==> config.mk <==
export PLATFORM = sky130hd
export DESIGN_NAME = audio_serial_port
export DESIGN_NICKNAME = d
export VERILOG_FILES = /design/src/hdl/audio_port_pkg.sv /design/src/hdl/audio_serial_port.sv
export SDC_FILE = /design/constraint.sdc
export NUM_CORES = 1
export LEC_CHECK = 0
export BUFFER_PORTS_ARGS = -buffer_cell sky130_fd_sc_hd__buf_2
export CORE_MARGIN = 1.5
export CORE_UTILIZATION = 58
export CTS_BUF_LIST = sky130_fd_sc_hd__clkbuf_4 sky130_fd_sc_hd__clkbuf_8
export CTS_CLUSTER_SIZE = 10
export DETAILED_ROUTE_END_ITERATION = 10
export GPL_TIMING_DRIVEN = 0
export PLACE_DENSITY = 0.79
export SYNTH_ARGS = -nofsm -noshare
export SYNTH_HDL_FRONTEND = slang
export SYNTH_SLANG_ARGS = --single-unit
==> constraint.sdc <==
create_clock -name pclk -period 8.39 [get_ports pclk]
set_clock_uncertainty 0.15 [all_clocks]
set_input_delay 0.839 -clock pclk [delete_from_list [all_inputs] [get_ports pclk]]
set_output_delay 0.839 -clock pclk [all_outputs]
set_load 0.01 [all_outputs]
==> src/hdl/audio_port_pkg.sv <==
/*
 * Shared constants and types for the serial audio output port.
 * Assumes a 32-bit APB slave with word-aligned registers.
 */
package audio_port_pkg;

	localparam int ADDR_W = 8;
	localparam int POS_W = 10;

	localparam logic [7:0] OFF_CTRL = 8'h00;
	localparam logic [7:0] OFF_SLOT = 8'h04;
	localparam logic [7:0] OFF_DELAY = 8'h08;
	localparam logic [7:0] OFF_CLK = 8'h0c;
	localparam logic [7:0] OFF_LEFT = 8'h10;
	localparam logic [7:0] OFF_RIGHT = 8'h14;
	localparam logic [7:0] OFF_STATUS = 8'h18;

	localparam int CTRL_MASTER = 0;
	localparam int CTRL_FMT_LO = 1;
	localparam int CTRL_VARIANT = 3;
	localparam int CTRL_WL_LO = 4;
	localparam int SLOT_TSEN = 0;
	localparam int SLOT_DRIVE = 1;
	localparam int SLOT_PULL = 2;
	localparam int SLOT_DIR = 3;
	localparam int SLOT_TRI = 4;
	localparam int DELAY_R_LO = 16;
	localparam int CLK_FRAME_LO = 16;
	localparam int STAT_FRAMES_LO = 16;

	localparam logic [4:0] WL_RESET = 5'h17;
	localparam logic [7:0] HALF_DIV_RESET = 8'h03;
	localparam logic [9:0] FRAME_RESET = 10'h040;
	localparam logic [9:0] POS_FIRST = 10'h001;
	localparam logic [9:0] POS_SECOND = 10'h002;

	typedef enum logic [1:0] {
		FMT_RIGHT = 2'h0,
		FMT_LEFT = 2'h1,
		FMT_I2S = 2'h2,
		FMT_PCM = 2'h3
	} fmt_e;

	typedef struct packed {
		logic tri_neg;
		logic pull_dir;
		logic pull_en;
		logic drive_en;
		logic tsen;
	} slot_cfg_s;

	localparam slot_cfg_s SLOT_RESET = 5'h02;

endpackage

==> src/hdl/audio_serial_port.sv <==
/*
 * Serial audio output port with APB register access. Sends left and
 * right sample words on serial_data_out in five framing formats, as bit
 * clock master or slave. Assumes bclk_in and fs_in arrive from outside
 * the pclk domain and are far slower than pclk.
 */
// Decided for this implementation: the APB register port and the register offsets.
`timescale 1ns/1ns
module audio_serial_port (
	input wire logic pclk,
	input wire logic presetn,
	input wire logic psel,
	input wire logic penable,
	input wire logic pwrite,
	input wire logic [audio_port_pkg::ADDR_W-1:0] paddr,
	input wire logic [31:0] pwdata,
	output logic [31:0] prdata,
	output logic pready,
	output logic pslverr,
	input wire logic bclk_in,
	output logic bclk_out,
	output logic bclk_oe,
	input wire logic fs_in,
	output logic frame_sync,
	output logic frame_sync_oe,
	output logic serial_data_out,
	output logic serial_data_oe,
	output logic pull_up_en,
	output logic pull_down_en
);

	typedef logic [audio_port_pkg::POS_W-1:0] pos_t;

	function automatic logic in_win(input pos_t p, input pos_t s,
		input pos_t w);
		return (p >= s) && ((p - s) < w);
	endfunction

	function automatic logic pick_bit(input logic [31:0] d, input pos_t p,
		input pos_t s, input pos_t w);
		pos_t i;
		i = w - 10'h001 - (p - s);
		return d[i[4:0]];
	endfunction

	// Register file.
	logic master_reg;
	audio_port_pkg::fmt_e fmt_reg;
	logic variant_reg;
	logic [4:0] wl_reg;
	audio_port_pkg::slot_cfg_s slot_reg;
	pos_t ldelay_reg;
	pos_t rdelay_reg;
	logic [7:0] half_div_reg;
	pos_t frame_len_reg;
	logic [31:0] left_reg;
	logic [31:0] right_reg;
	logic [15:0] frames_reg;

	wire wr_en = psel && penable && pwrite;
	wire a_ctrl = paddr == audio_port_pkg::OFF_CTRL;
	wire a_slot = paddr == audio_port_pkg::OFF_SLOT;
	wire a_delay = paddr == audio_port_pkg::OFF_DELAY;
	wire a_clk = paddr == audio_port_pkg::OFF_CLK;
	wire a_left = paddr == audio_port_pkg::OFF_LEFT;
	wire a_right = paddr == audio_port_pkg::OFF_RIGHT;
	wire a_stat = paddr == audio_port_pkg::OFF_STATUS;
	wire mapped = a_ctrl | a_slot | a_delay | a_clk | a_left | a_right
		| a_stat;

	always_ff @(posedge pclk or negedge presetn) begin
		if (!presetn) begin
			master_reg <= 1'b0;
			fmt_reg <= audio_port_pkg::FMT_I2S;
			variant_reg <= 1'b0;
			wl_reg <= audio_port_pkg::WL_RESET;
			slot_reg <= audio_port_pkg::SLOT_RESET;
			ldelay_reg <= '0;
			rdelay_reg <= '0;
			half_div_reg <= audio_port_pkg::HALF_DIV_RESET;
			frame_len_reg <= audio_port_pkg::FRAME_RESET;
			left_reg <= '0;
			right_reg <= '0;
		end else if (wr_en) begin
			if (a_ctrl) begin
				master_reg <= pwdata[audio_port_pkg::CTRL_MASTER];
				fmt_reg <= audio_port_pkg::fmt_e'(
					pwdata[audio_port_pkg::CTRL_FMT_LO +: 2]);
				variant_reg <= pwdata[audio_port_pkg::CTRL_VARIANT];
				wl_reg <= pwdata[audio_port_pkg::CTRL_WL_LO +: 5];
			end
			if (a_slot)
				slot_reg <= pwdata[4:0];
			if (a_delay) begin
				ldelay_reg <= pwdata[audio_port_pkg::POS_W-1:0];
				rdelay_reg <= pwdata[audio_port_pkg::DELAY_R_LO +:
					audio_port_pkg::POS_W];
			end
			if (a_clk) begin
				half_div_reg <= pwdata[7:0];
				frame_len_reg <= pwdata[audio_port_pkg::CLK_FRAME_LO +:
					audio_port_pkg::POS_W];
			end
			if (a_left)
				left_reg <= pwdata;
			if (a_right)
				right_reg <= pwdata;
		end
	end

	// Zero-wait slave; unmapped addresses answer with an error.
	assign pready = 1'b1;
	assign pslverr = psel && penable && !mapped;

	// Link pins: two flip-flops each, then a third bit clock stage for edge finding.
	logic bclk_s1, bclk_s2, bclk_s3, fs_s1, fs_s2;
	always_ff @(posedge pclk or negedge presetn) begin
		if (!presetn) begin
			// Bit clock stages reset to its high idle level, so no false
			// rise follows reset; a host idling low costs one harmless fall.
			bclk_s1 <= 1'b1;
			bclk_s2 <= 1'b1;
			bclk_s3 <= 1'b1;
			fs_s1 <= 1'b0;
			fs_s2 <= 1'b0;
		end else begin
			bclk_s1 <= bclk_in;
			bclk_s2 <= bclk_s1;
			bclk_s3 <= bclk_s2;
			fs_s1 <= fs_in;
			fs_s2 <= fs_s1;
		end
	end

	// Master clock and frame generation from pclk.
	logic [7:0] div_cnt_reg;
	logic bclk_m_reg;
	pos_t mpos_reg;
	logic fs_m_reg;
	wire div_hit = master_reg && (div_cnt_reg == half_div_reg);
	wire m_rise = div_hit && !bclk_m_reg;
	wire m_fall = div_hit && bclk_m_reg;
	wire is_pcm = fmt_reg == audio_port_pkg::FMT_PCM;
	wire is_i2s = fmt_reg == audio_port_pkg::FMT_I2S;
	wire [audio_port_pkg::POS_W-1:0] half_len = frame_len_reg >> 1;
	wire [audio_port_pkg::POS_W-1:0] mpos_next =
		(mpos_reg >= frame_len_reg) ? audio_port_pkg::POS_FIRST :
		mpos_reg + audio_port_pkg::POS_FIRST;
	wire fs_m_next = is_pcm ? (mpos_next == audio_port_pkg::POS_FIRST) :
		((mpos_next <= half_len) ^ is_i2s);

	always_ff @(posedge pclk or negedge presetn) begin
		if (!presetn) begin
			div_cnt_reg <= '0;
			bclk_m_reg <= 1'b0;
			mpos_reg <= '0;
			fs_m_reg <= 1'b0;
		end else if (!master_reg) begin
			div_cnt_reg <= '0;
			bclk_m_reg <= 1'b0;
			mpos_reg <= '0;
			fs_m_reg <= 1'b0;
		end else begin
			div_cnt_reg <= div_hit ? 8'h00 : div_cnt_reg + 8'h01;
			if (div_hit)
				bclk_m_reg <= !bclk_m_reg;
			if (m_fall) begin
				mpos_reg <= mpos_next;
				fs_m_reg <= fs_m_next;
			end
		end
	end

	assign bclk_out = bclk_m_reg;
	assign bclk_oe = master_reg;
	assign frame_sync = fs_m_reg;
	assign frame_sync_oe = master_reg;

	// One framing engine serves both modes.
	wire rise_evt = master_reg ? m_rise : (bclk_s2 && !bclk_s3);
	wire fall_evt = master_reg ? m_fall : (!bclk_s2 && bclk_s3);
	wire fs_cur = master_reg ? fs_m_next : fs_s2;

	logic fs_prev_reg;
	pos_t pos_reg;
	logic [31:0] left_hold_reg, right_hold_reg;
	logic data_reg, active_reg, oe_reg, lsb_reg;

	// Half formats restart on each sync change, PCM on the sync pulse.
	wire new_half = is_pcm ? (fs_cur && !fs_prev_reg) :
		(fs_cur != fs_prev_reg);
	wire left_half = fs_cur ^ is_i2s;
	wire [audio_port_pkg::POS_W-1:0] pos_next = new_half ?
		audio_port_pkg::POS_FIRST :
		(&pos_reg ? pos_reg : pos_reg + audio_port_pkg::POS_FIRST);
	wire load_now = fall_evt && new_half && (is_pcm || left_half);
	wire [31:0] lw = load_now ? left_reg : left_hold_reg;
	wire [31:0] rw = load_now ? right_reg : right_hold_reg;

	wire [audio_port_pkg::POS_W-1:0] wl = {5'h00, wl_reg}
		+ audio_port_pkg::POS_FIRST;
	wire [audio_port_pkg::POS_W-1:0] rj_start = half_len - wl
		+ audio_port_pkg::POS_FIRST;
	wire [audio_port_pkg::POS_W-1:0] half_start =
		(fmt_reg == audio_port_pkg::FMT_RIGHT) ? rj_start :
		(fmt_reg == audio_port_pkg::FMT_LEFT) ? audio_port_pkg::POS_FIRST :
		audio_port_pkg::POS_SECOND;
	wire [audio_port_pkg::POS_W-1:0] pcm_start = variant_reg ?
		audio_port_pkg::POS_FIRST : audio_port_pkg::POS_SECOND;
	wire [audio_port_pkg::POS_W-1:0] start_l = !is_pcm ? half_start :
		slot_reg.tsen ? ldelay_reg + audio_port_pkg::POS_FIRST :
		pcm_start;
	wire [audio_port_pkg::POS_W-1:0] start_r = !is_pcm ? half_start :
		slot_reg.tsen ? rdelay_reg + audio_port_pkg::POS_FIRST :
		pcm_start + wl;

	wire hit_l = (is_pcm || left_half) && in_win(pos_next, start_l, wl);
	wire hit_r = (is_pcm || !left_half) && in_win(pos_next, start_r, wl);
	wire active_next = hit_l || hit_r;
	// MSB first; left wins if time slots overlap.
	wire bit_next = hit_l ? pick_bit(lw, pos_next, start_l, wl) :
		pick_bit(rw, pos_next, start_r, wl);
	wire lsb_next = hit_l ? (pos_next == start_l + wl - 10'h001) :
		(pos_next == start_r + wl - 10'h001);

	// Pull enable and tri-state options only apply with time slots on.
	wire drive_all = !slot_reg.tsen || slot_reg.drive_en;
	wire passive = !drive_all && slot_reg.pull_en;
	wire tri_mode = !drive_all && !slot_reg.pull_en;

	always_ff @(posedge pclk or negedge presetn) begin
		if (!presetn) begin
			fs_prev_reg <= 1'b0;
			pos_reg <= '0;
			left_hold_reg <= '0;
			right_hold_reg <= '0;
			data_reg <= 1'b0;
			active_reg <= 1'b0;
			oe_reg <= 1'b0;
			lsb_reg <= 1'b0;
			frames_reg <= '0;
		end else begin
			if (fall_evt) begin
				fs_prev_reg <= fs_cur;
				pos_reg <= pos_next;
				active_reg <= active_next;
				lsb_reg <= active_next && lsb_next;
				oe_reg <= active_next;
				// Bits change only here, so the host reads them stable
				// at the following rise.
				data_reg <= active_next ? bit_next :
					slot_reg.pull_dir;
			end else if (rise_evt && lsb_reg && !slot_reg.tri_neg) begin
				oe_reg <= 1'b0;
			end
			if (load_now) begin
				left_hold_reg <= left_reg;
				right_hold_reg <= right_reg;
				frames_reg <= frames_reg + 16'h0001;
			end
		end
	end

	assign serial_data_out = data_reg;
	assign serial_data_oe = drive_all || oe_reg;
	assign pull_up_en = passive && slot_reg.pull_dir;
	assign pull_down_en = passive && !slot_reg.pull_dir;

	// Read mux; the left and right words read back as written.
	wire [31:0] rd_ctrl = {23'h000000, wl_reg, variant_reg, fmt_reg,
		master_reg};
	wire [31:0] rd_slot = {27'h0000000, slot_reg};
	wire [31:0] rd_delay = {6'h00, rdelay_reg, 6'h00, ldelay_reg};
	wire [31:0] rd_clk = {6'h00, frame_len_reg, 8'h00, half_div_reg};
	wire [31:0] rd_stat = {frames_reg, 13'h0000, lsb_reg, left_half,
		active_reg};
	wire [31:0] rd_mux = a_ctrl ? rd_ctrl : a_slot ? rd_slot :
		a_delay ? rd_delay : a_clk ? rd_clk : a_left ? left_reg :
		a_right ? right_reg : a_stat ? rd_stat : 32'h00000000;

	// Taken in the setup cycle, so read data leave a flip-flop and still
	// stand through the zero-wait access phase.
	logic [31:0] prdata_reg;
	always_ff @(posedge pclk or negedge presetn) begin
		if (!presetn)
			prdata_reg <= '0;
		else if (psel && !penable)
			prdata_reg <= rd_mux;
	end
	assign prdata = prdata_reg;

	property p_slave_pins;
		@(posedge pclk) disable iff (!presetn)
		!master_reg |-> !bclk_oe && !frame_sync_oe;
	endproperty
	a_slave_pins: assert property (p_slave_pins)
		else $error("link clock or sync driven in slave mode");

	property p_reset_slave;
		@(posedge pclk) disable iff (!presetn)
		$rose(presetn) |-> !master_reg && !bclk_oe;
	endproperty
	a_reset_slave: assert property (p_reset_slave)
		else $error("port not slave after reset");

	property p_reset_fmt;
		@(posedge pclk) disable iff (!presetn)
		$rose(presetn) |-> fmt_reg == audio_port_pkg::FMT_I2S;
	endproperty
	a_reset_fmt: assert property (p_reset_fmt)
		else $error("format not I2S after reset");

	property p_data_on_fall;
		@(posedge pclk) disable iff (!presetn)
		!fall_evt |=> $stable(serial_data_out);
	endproperty
	a_data_on_fall: assert property (p_data_on_fall)
		else $error("data changed away from a falling edge");

	property p_idle_level;
		@(posedge pclk) disable iff (!presetn)
		fall_evt && !active_next |=>
			serial_data_out == slot_reg.pull_dir;
	endproperty
	a_idle_level: assert property (p_idle_level)
		else $error("idle data not at pull level");

	property p_always_driven;
		@(posedge pclk) disable iff (!presetn)
		(!slot_reg.tsen || slot_reg.drive_en) |-> serial_data_oe;
	endproperty
	a_always_driven: assert property (p_always_driven)
		else $error("data output released while drive enabled");

	property p_passive_pull;
		@(posedge pclk) disable iff (!presetn)
		slot_reg.tsen && !slot_reg.drive_en && slot_reg.pull_en |->
			(pull_up_en == slot_reg.pull_dir) &&
			(pull_down_en != slot_reg.pull_dir);
	endproperty
	a_passive_pull: assert property (p_passive_pull)
		else $error("pull resistor not selected by direction bit");

	property p_tri_idle;
		@(posedge pclk) disable iff (!presetn)
		tri_mode && !active_reg |-> !serial_data_oe;
	endproperty
	a_tri_idle: assert property (p_tri_idle)
		else $error("data output driven outside a word");

	property p_tri_rise;
		@(posedge pclk) disable iff (!presetn)
		tri_mode && !slot_reg.tri_neg && rise_evt && lsb_reg &&
			!fall_evt |=> !serial_data_oe;
	endproperty
	a_tri_rise: assert property (p_tri_rise)
		else $error("output not released on LSB rising edge");

	property p_pcm_b_msb;
		@(posedge pclk) disable iff (!presetn)
		fall_evt && new_half && is_pcm && variant_reg &&
			!slot_reg.tsen |=> active_reg && pos_reg == 10'h001;
	endproperty
	a_pcm_b_msb: assert property (p_pcm_b_msb)
		else $error("PCM B left MSB not at first rise");

endmodule

==> flow_summary_export.csv, run 1 <==
group,metric,value,unit
status,status,"complete, no violations",
cts,cts.path.max_buffers,3,
worst_setup_path,worst_path_largest_cell_delay,0.57,ns
worst_setup_path,cp-startpoint,"mpos_reg[7]",
route,drt_drc_violations_left,0,
grt,grt_max_degree,118,
placement,dpl.hpwl,39.9,mm
die,floorplan.die.width,174,um
worst_setup_path,critPathKind,"reg -> reg",
grt,grtUsageTotal,35.2,%
power_and_ir_drop,combinationalPowerShare,35.6,%
worst_setup_path,worstSetupEndpoint,"lsb_reg",
sta,timing.setup.tns,0,ns
placement,place.detailed.instances,2242,
sta,worst_pin_slew,1.14,ns
die,ios,89,
route,postRouteWirelength,53.3,mm
power_and_ir_drop,pwr-share-seq,31.6,%
sta,fmax,122,MHz
sta,min_period,8.17,ns
layout,layout.cells.most_common,"dfrtp_1",
route,route.detailed.wl_per_inst,22.6,um
layout,finish.cell_count_without_fillers,2353,
worst_setup_path,critical_path.reg2reg.startpoint,"mpos_reg[7]",
worst_setup_path,ff2ff_setup_slack,0.22,ns
worst_setup_path,cp_data_arrival_time,8.48,ns
cts,clock_tree_from_tritoncts,"built",
die,height_of_the_die,174,um
logic_synthesis,ys_seq_area_share,39.7,%
logic_synthesis,synth_top_area_share,37.8,%
placement,placement.cell_area,17900,um2
power_and_ir_drop,net-switching-power,0.00150,W
worst_setup_path,setup.worst_path.start_class,"flip-flop",
logic_synthesis,cell_area_after_synthesis,16900,um2
layout,layout-area-overhead-vs-synth,15.4,%
route,drt_pre_antenna_iters,7,
logic_synthesis,synth-main-ff-cell,"dfrtp_1",
die,floorplan.initialDensity,59.0,%
power_and_ir_drop,p_int,0.00284,W
layout,design.final.nets,2098,
logic_synthesis,synth_area_per_cell,9.56,um2
logic_synthesis,async_reset_ff_share,100,%
power_and_ir_drop,power.ir.vdd_worst,0.000126,V
layout,antenna-diode-count,0,
worst_setup_path,cp_slowest_cell,"fa_1",
sta,finalSetupViolations,0,
logic_synthesis,synth.area.top_cells,"dfrtp_1 38%, ha_1 8.1%, mux2_2 8.0%",
layout,mostFrequentLayoutCells,"256 x dfrtp_1, 246 x nand2_1, 120 x mux2_2, 112 x nor2_1, 109 x inv_1",
die,floorplan.die_area,30200,um2
logic_synthesis,ys_types,80,
worst_setup_path,cp_data_required_time,8.70,ns
logic_synthesis,synth_enable_flop_cells,0,
cts,tritoncts.num_buffers,46,
layout,layout.cell_area.non_filler,19500,um2
route,drt-initial-drc-count,1510,
route,ant_nets,0,
sta,grt_setup_unrepaired,"yes",
logic_synthesis,synth_cells,1770,
grt,grt_remaining_overflow,0,
hold_path,hold_class,"in -> async",
logic_synthesis,number_of_warnings_issued_by_yosys,0,
placement,gp_congestion,0.972,
power_and_ir_drop,power.share.switching,34.6,%
cts,ctsHoldBuffers,0,
cts,worst_setup_hold_path_clk_slew,0.06,ns
worst_setup_path,worst-path-max-fanout,10,
grt,number_of_global_route_vias_before_repair,14200,
power_and_ir_drop,power_frac_clock,32.8,%
cts,clock-root-buffer,"clkbuf_8",
cts,clkSinkCount,268,
route,dr_total_vias,14500,
worst_setup_path,cp-end-kind,"flip-flop",
worst_setup_path,ff2ff_path_depth,39,
logic_synthesis,synthesis_stage_register_bit_count,268,
flow_run,maxCapViolCount,0,
route,vias_per_cell,6.18,
power_and_ir_drop,pwr_per_cell_area,222,nW/um2
power_and_ir_drop,p_total,0.00434,W
grt,grt_pass1_wl,81.0,mm
cts,worstSkewPairLatency,0.60,ns
sta,max_slew_margin,23.8,%
die,core-area,28700,um2
worst_setup_path,worstReg2RegEnd,"lsb_reg",
placement,portBuffers,86,
grt,antenna_found_initial,0,
sta,final_hold_viol_count,0,
logic_synthesis,synthDominantAreaCellType,"dfrtp_1",
sta,period_share,97.4,%
cts,cts_htree_levels,2,
sta,final_max_slew_viol_count,0,
power_and_ir_drop,power.static_leakage,9.76,nW
layout,drive_above_1_share,21.3,%
die,fp_rows,62,
logic_synthesis,synth_nets,1935,
sta,finalHoldWorstSlack,0.0246,ns
## kinds of logic (layout without fill, tap and decap cells)
| kind of cell | Yosys count | count (layout) | synth area share (%) |
|---|---|---|---|
| other | 1 | 1 | 0.0222 |
| DFF | 268 | 268 | 39.7 |
| and+or+nand+nor | 544 | 544 | 14.3 |
| adders and majority gates | 118 | 118 | 9.08 |
| AOI/OAI and AO/OA | 346 | 346 | 13.1 |
| buffers and inverters | 186 | 385 | 4.60 |
| muxes | 191 | 191 | 13.1 |
| xor gates and xnor gates | 116 | 116 | 6.11 |
## per-layer routing
| layer | track usage, % | up-vias | wire length [um] |
|---|---|---|---|
| met1 | 44.4 | 7041 | 21000 |
| met2 | 55.7 | 768 | 24200 |
| met3 | 8.90 | 194 | 4970 |
| met5 | 0 | - | 0 |
| li1 | - | 6531 | - |
| met4 | 18.9 | 0 | 3170 |
## power groups by stage
stage | Sequential [W] | Clock, W | Combinational, W
after CTS | 0.00137 | 0.00143 | 0.00139
after detailed placement | 0.00139 | 0 | 0.00132
after floorplan | 0.00138 | 0 | 0.000961
final | 0.00137 | 0.00142 | 0.00154
after global placement | 0.00139 | 0 | 0.00129
after global routing | 0.00137 | 0.00149 | 0.00166
## final cells by class
type | count | area (um2)
inverters | 112 | 420
fillers | 2238 | 9160
well taps | 384 | 480
flip-flops and latches | 268 | 6720
plain buffers | 73 | 378
clock inverters | 17 | 256
repair buffers | 116 | 703
multi-input cells | 1316 | 9720
clock buffers | 67 | 866
## through the flow
step,worst slack [ns],utilization [%]
floorplan,0.0209,-
global placement,-2.34,62.2
detailed placement,-2.49,62.4
CTS,0.0154,67.0
global route,-0.0337,68.1
finish,0.222,68.1
## worst min path at each step
stage,to,start,cells after the start
final,mpos_reg[4],presetn,1
after CTS,rdelay_reg[5],presetn,1
after global routing,fs_s2,presetn,1
after floorplan,fs_s2,fs_s1,0
after detailed placement,fs_s2,fs_s1,0
after global placement,bclk_s2,bclk_s1,0
## cells in the mapped netlist, drive strengths merged, types with 40 or more instances
| library cell | number |
|---|---|
| nor2 | 117 |
| inv | 111 |
| xor2 | 40 |
| xnor2 | 76 |
| mux2i | 58 |
| o21ai | 101 |
| nand3 | 64 |
| dfrtp | 256 |
| ha | 110 |
| mux2 | 122 |
| clkbuf | 51 |
| a21oi | 88 |
| nand2 | 250 |
## worst max-delay path, delay by kind of cell (launching register included)
family          cells  cell delay (ns)
flops               1             0.47
xor+xnor            1             0.36
mux                 2             0.36
compound gates     13             2.69
buf+inv             6             0.91
simple gates       11             1.25
fa+ha+maj           6             1.84
## repair_timing
item,4_1_cts,5_1_grt
gates cloned,0,1
pin swaps,6,28
setup buffers,7,20
gates resized for setup,35,35
endpoints found under the setup margin,4,2
hold endpoints to repair,0,0
Note: power is estimated with default switching activity, not from simulation.
==> run 2: changes to the inputs <==
--- a/config.mk
+++ b/config.mk
@@ -6,7 +6,6 @@
 export NUM_CORES = 1
 export LEC_CHECK = 0
 export BUFFER_PORTS_ARGS = -buffer_cell sky130_fd_sc_hd__buf_2
-export CORE_MARGIN = 1.5
 export CORE_UTILIZATION = 58
 export CTS_BUF_LIST = sky130_fd_sc_hd__clkbuf_4 sky130_fd_sc_hd__clkbuf_8
 export CTS_CLUSTER_SIZE = 10
==> flow_summary_export.csv, run 2 (synthesis gave the netlist of run 1 again) <==
group,metric,value,unit
status,status,"complete, no violations",
die,height_of_the_die,173,um
worst_setup_path,worstPathBufferInverterCount,6,
route,drt-initial-drc-count,1378,
cts,cts_htree_levels,2,
cts,worstSkewPairLatency,0.61,ns
sta,period_share,96.9,%
die,floorplan.initialDensity,59.0,%
die,floorplan.die_area,29900,um2
cts,worst_setup_hold_path_clk_slew,0.06,ns
cts,clkSinkCount,268,
route,route.detailed.wl_per_inst,22.4,um
cts,clock_tree_from_tritoncts,"built",
grt,grt_remaining_overflow,0,
power_and_ir_drop,power.ir.vdd_worst,0.000134,V
worst_setup_path,cp-end-kind,"flip-flop",
route,ant_nets,0,
layout,design.final.nets,2096,
worst_setup_path,worstReg2RegEnd,"serial_data_out",
worst_setup_path,critPathKind,"reg -> reg",
hold_path,hold_class,"in -> reg",
power_and_ir_drop,power.static_leakage,9.67,nW
cts,clock-root-buffer,"clkbuf_8",
die,ios,89,
worst_setup_path,cp-startpoint,"frame_len_reg[6]",
die,core-area,28700,um2
grt,number_of_global_route_vias_before_repair,14100,
power_and_ir_drop,pwr-share-seq,33.1,%
route,dr_total_vias,14400,
cts,cts.path.max_buffers,3,
worst_setup_path,worst_path_largest_cell_delay,0.53,ns
sta,final_hold_viol_count,0,
placement,gp_congestion,0.976,
placement,placement.setup.worst_slack,-2.41,ns
grt,grt_pass1_wl,80.4,mm
sta,max_slew_margin,20.9,%
die,floorplan.die.width,173,um
worst_setup_path,cp_data_required_time,8.70,ns
power_and_ir_drop,net-switching-power,0.00147,W
worst_setup_path,cp_data_arrival_time,8.44,ns
sta,fmax,123,MHz
power_and_ir_drop,p_int,0.00268,W
worst_setup_path,cp_slowest_cell,"dfstp_2",
power_and_ir_drop,power.share.switching,35.4,%
route,drt_pre_antenna_iters,6,
grt,grtUsageTotal,35.1,%
placement,placement.cell_area,17900,um2
cts,tritoncts.num_buffers,47,
worst_setup_path,ff2ff_path_depth,37,
power_and_ir_drop,combinationalPowerShare,36.5,%
layout,drive_above_1_share,20.5,%
worst_setup_path,worst-path-max-fanout,10,
route,vias_per_cell,6.15,
worst_setup_path,critical_path.reg2reg.startpoint,"frame_len_reg[6]",
grt,grt_max_degree,125,
grt,antenna_found_initial,2,
worst_setup_path,critPathMostFrequentCell,"ha_1",
die,fp_rows,62,
route,postRouteWirelength,52.5,mm
sta,finalSetupViolations,0,
worst_setup_path,cpLargestDelayFamily,"compound AO/OA/AOI/OAI gates",
layout,layout-area-overhead-vs-synth,14.1,%
route,drt_drc_violations_left,0,
sta,timing.setup.tns,0,ns
layout,layout.cells.most_common,"dfrtp_1",
worst_setup_path,worstSetupEndpoint,"serial_data_out",
worst_setup_path,critical_path_depth,37,
power_and_ir_drop,p_total,0.00415,W
sta,min_period,8.13,ns
layout,layout.cell_area.non_filler,19300,um2
placement,portBuffers,86,
sta,post-route-worst-setup-slack,0.258,ns
power_and_ir_drop,power_frac_clock,30.4,%
layout,mostFrequentLayoutCells,"255 x dfrtp_1, 247 x nand2_1, 120 x mux2_2, 113 x nor2_1, 109 x inv_1",
worst_setup_path,setup.worst_path.start_class,"flip-flop",
worst_setup_path,ff2ff_setup_slack,0.26,ns
power_and_ir_drop,pwr_per_cell_area,215,nW/um2
flow_run,maxCapViolCount,0,
placement,dpl.hpwl,39.5,mm
sta,final_max_slew_viol_count,0,
layout,final.fill_count,2282,
sta,worst_pin_slew,1.19,ns
run 2: worst min-delay path by stage:
| stage | depth (start not counted) | from | slack (ns) | to |
|---|---|---|---|---|
| 2_1_floorplan | 0 | fs_s1 | 0.18 | fs_s2 |
| 3_3_place_gp | 0 | bclk_s1 | 0.20 | bclk_s2 |
| 3_5_place_dp | 0 | bclk_s1 | 0.20 | bclk_s2 |
| 4_1_cts | 1 | bclk_in | 0.20 | bclk_s1 |
| 5_1_grt | 1 | bclk_in | 0.18 | bclk_s1 |
| 6_report | 1 | bclk_in | 0.18 | bclk_s1 |
run 2: layout make-up:
type	count	area, um2	area share, %
multi-input combinational	1316	9660	50.0
sequential	268	6720	34.8
clock buffer	70	876	4.53
timing repair buffer	113	686	3.55
tap	384	480	2.49
inverter	112	420	2.18
buffer	73	384	1.99
clock inverter	7	87.6	0.453
antenna	1	2.50	0.0130
run 2: timing repair:
item	in CTS	in global routing
resized for setup	33	30
setup buffers	10	13
hold buffers	1	0
pin swaps	4	12
hold endpoints to repair	22	0
setup endpoints to repair	4	2
run 2: power groups by stage:
stage | Combinational (W) | Clock, W | Sequential, W
floorplan | 0.000961 | 0 | 0.00138
finish | 0.00152 | 0.00126 | 0.00137
global route | 0.00165 | 0.00132 | 0.00137
detailed placement | 0.00131 | 0 | 0.00139
global placement | 0.00128 | 0 | 0.00139
CTS | 0.00139 | 0.00127 | 0.00137
run 2: routing by layer:
| layer | global-route usage (%) | routed length, um | part of all wire [%] |
|---|---|---|---|
| met5 | 0 | 0 | 0 |
| met4 | 18.1 | 2970 | 5.7 |
| met3 | 7.21 | 4300 | 8.2 |
| met2 | 55.4 | 23900 | 46 |
| met1 | 45.9 | 21300 | 41 |
run 2: per-stage QoR:
step	util, %	std cells	hold WS (ns)
CTS	66.6	2330	0.196
floorplan	-	1770	0.181
finish	67.3	2344	0.182
global route	67.3	2343	0.182
global placement	62.2	2240	0.196
detailed placement	62.4	2243	0.200
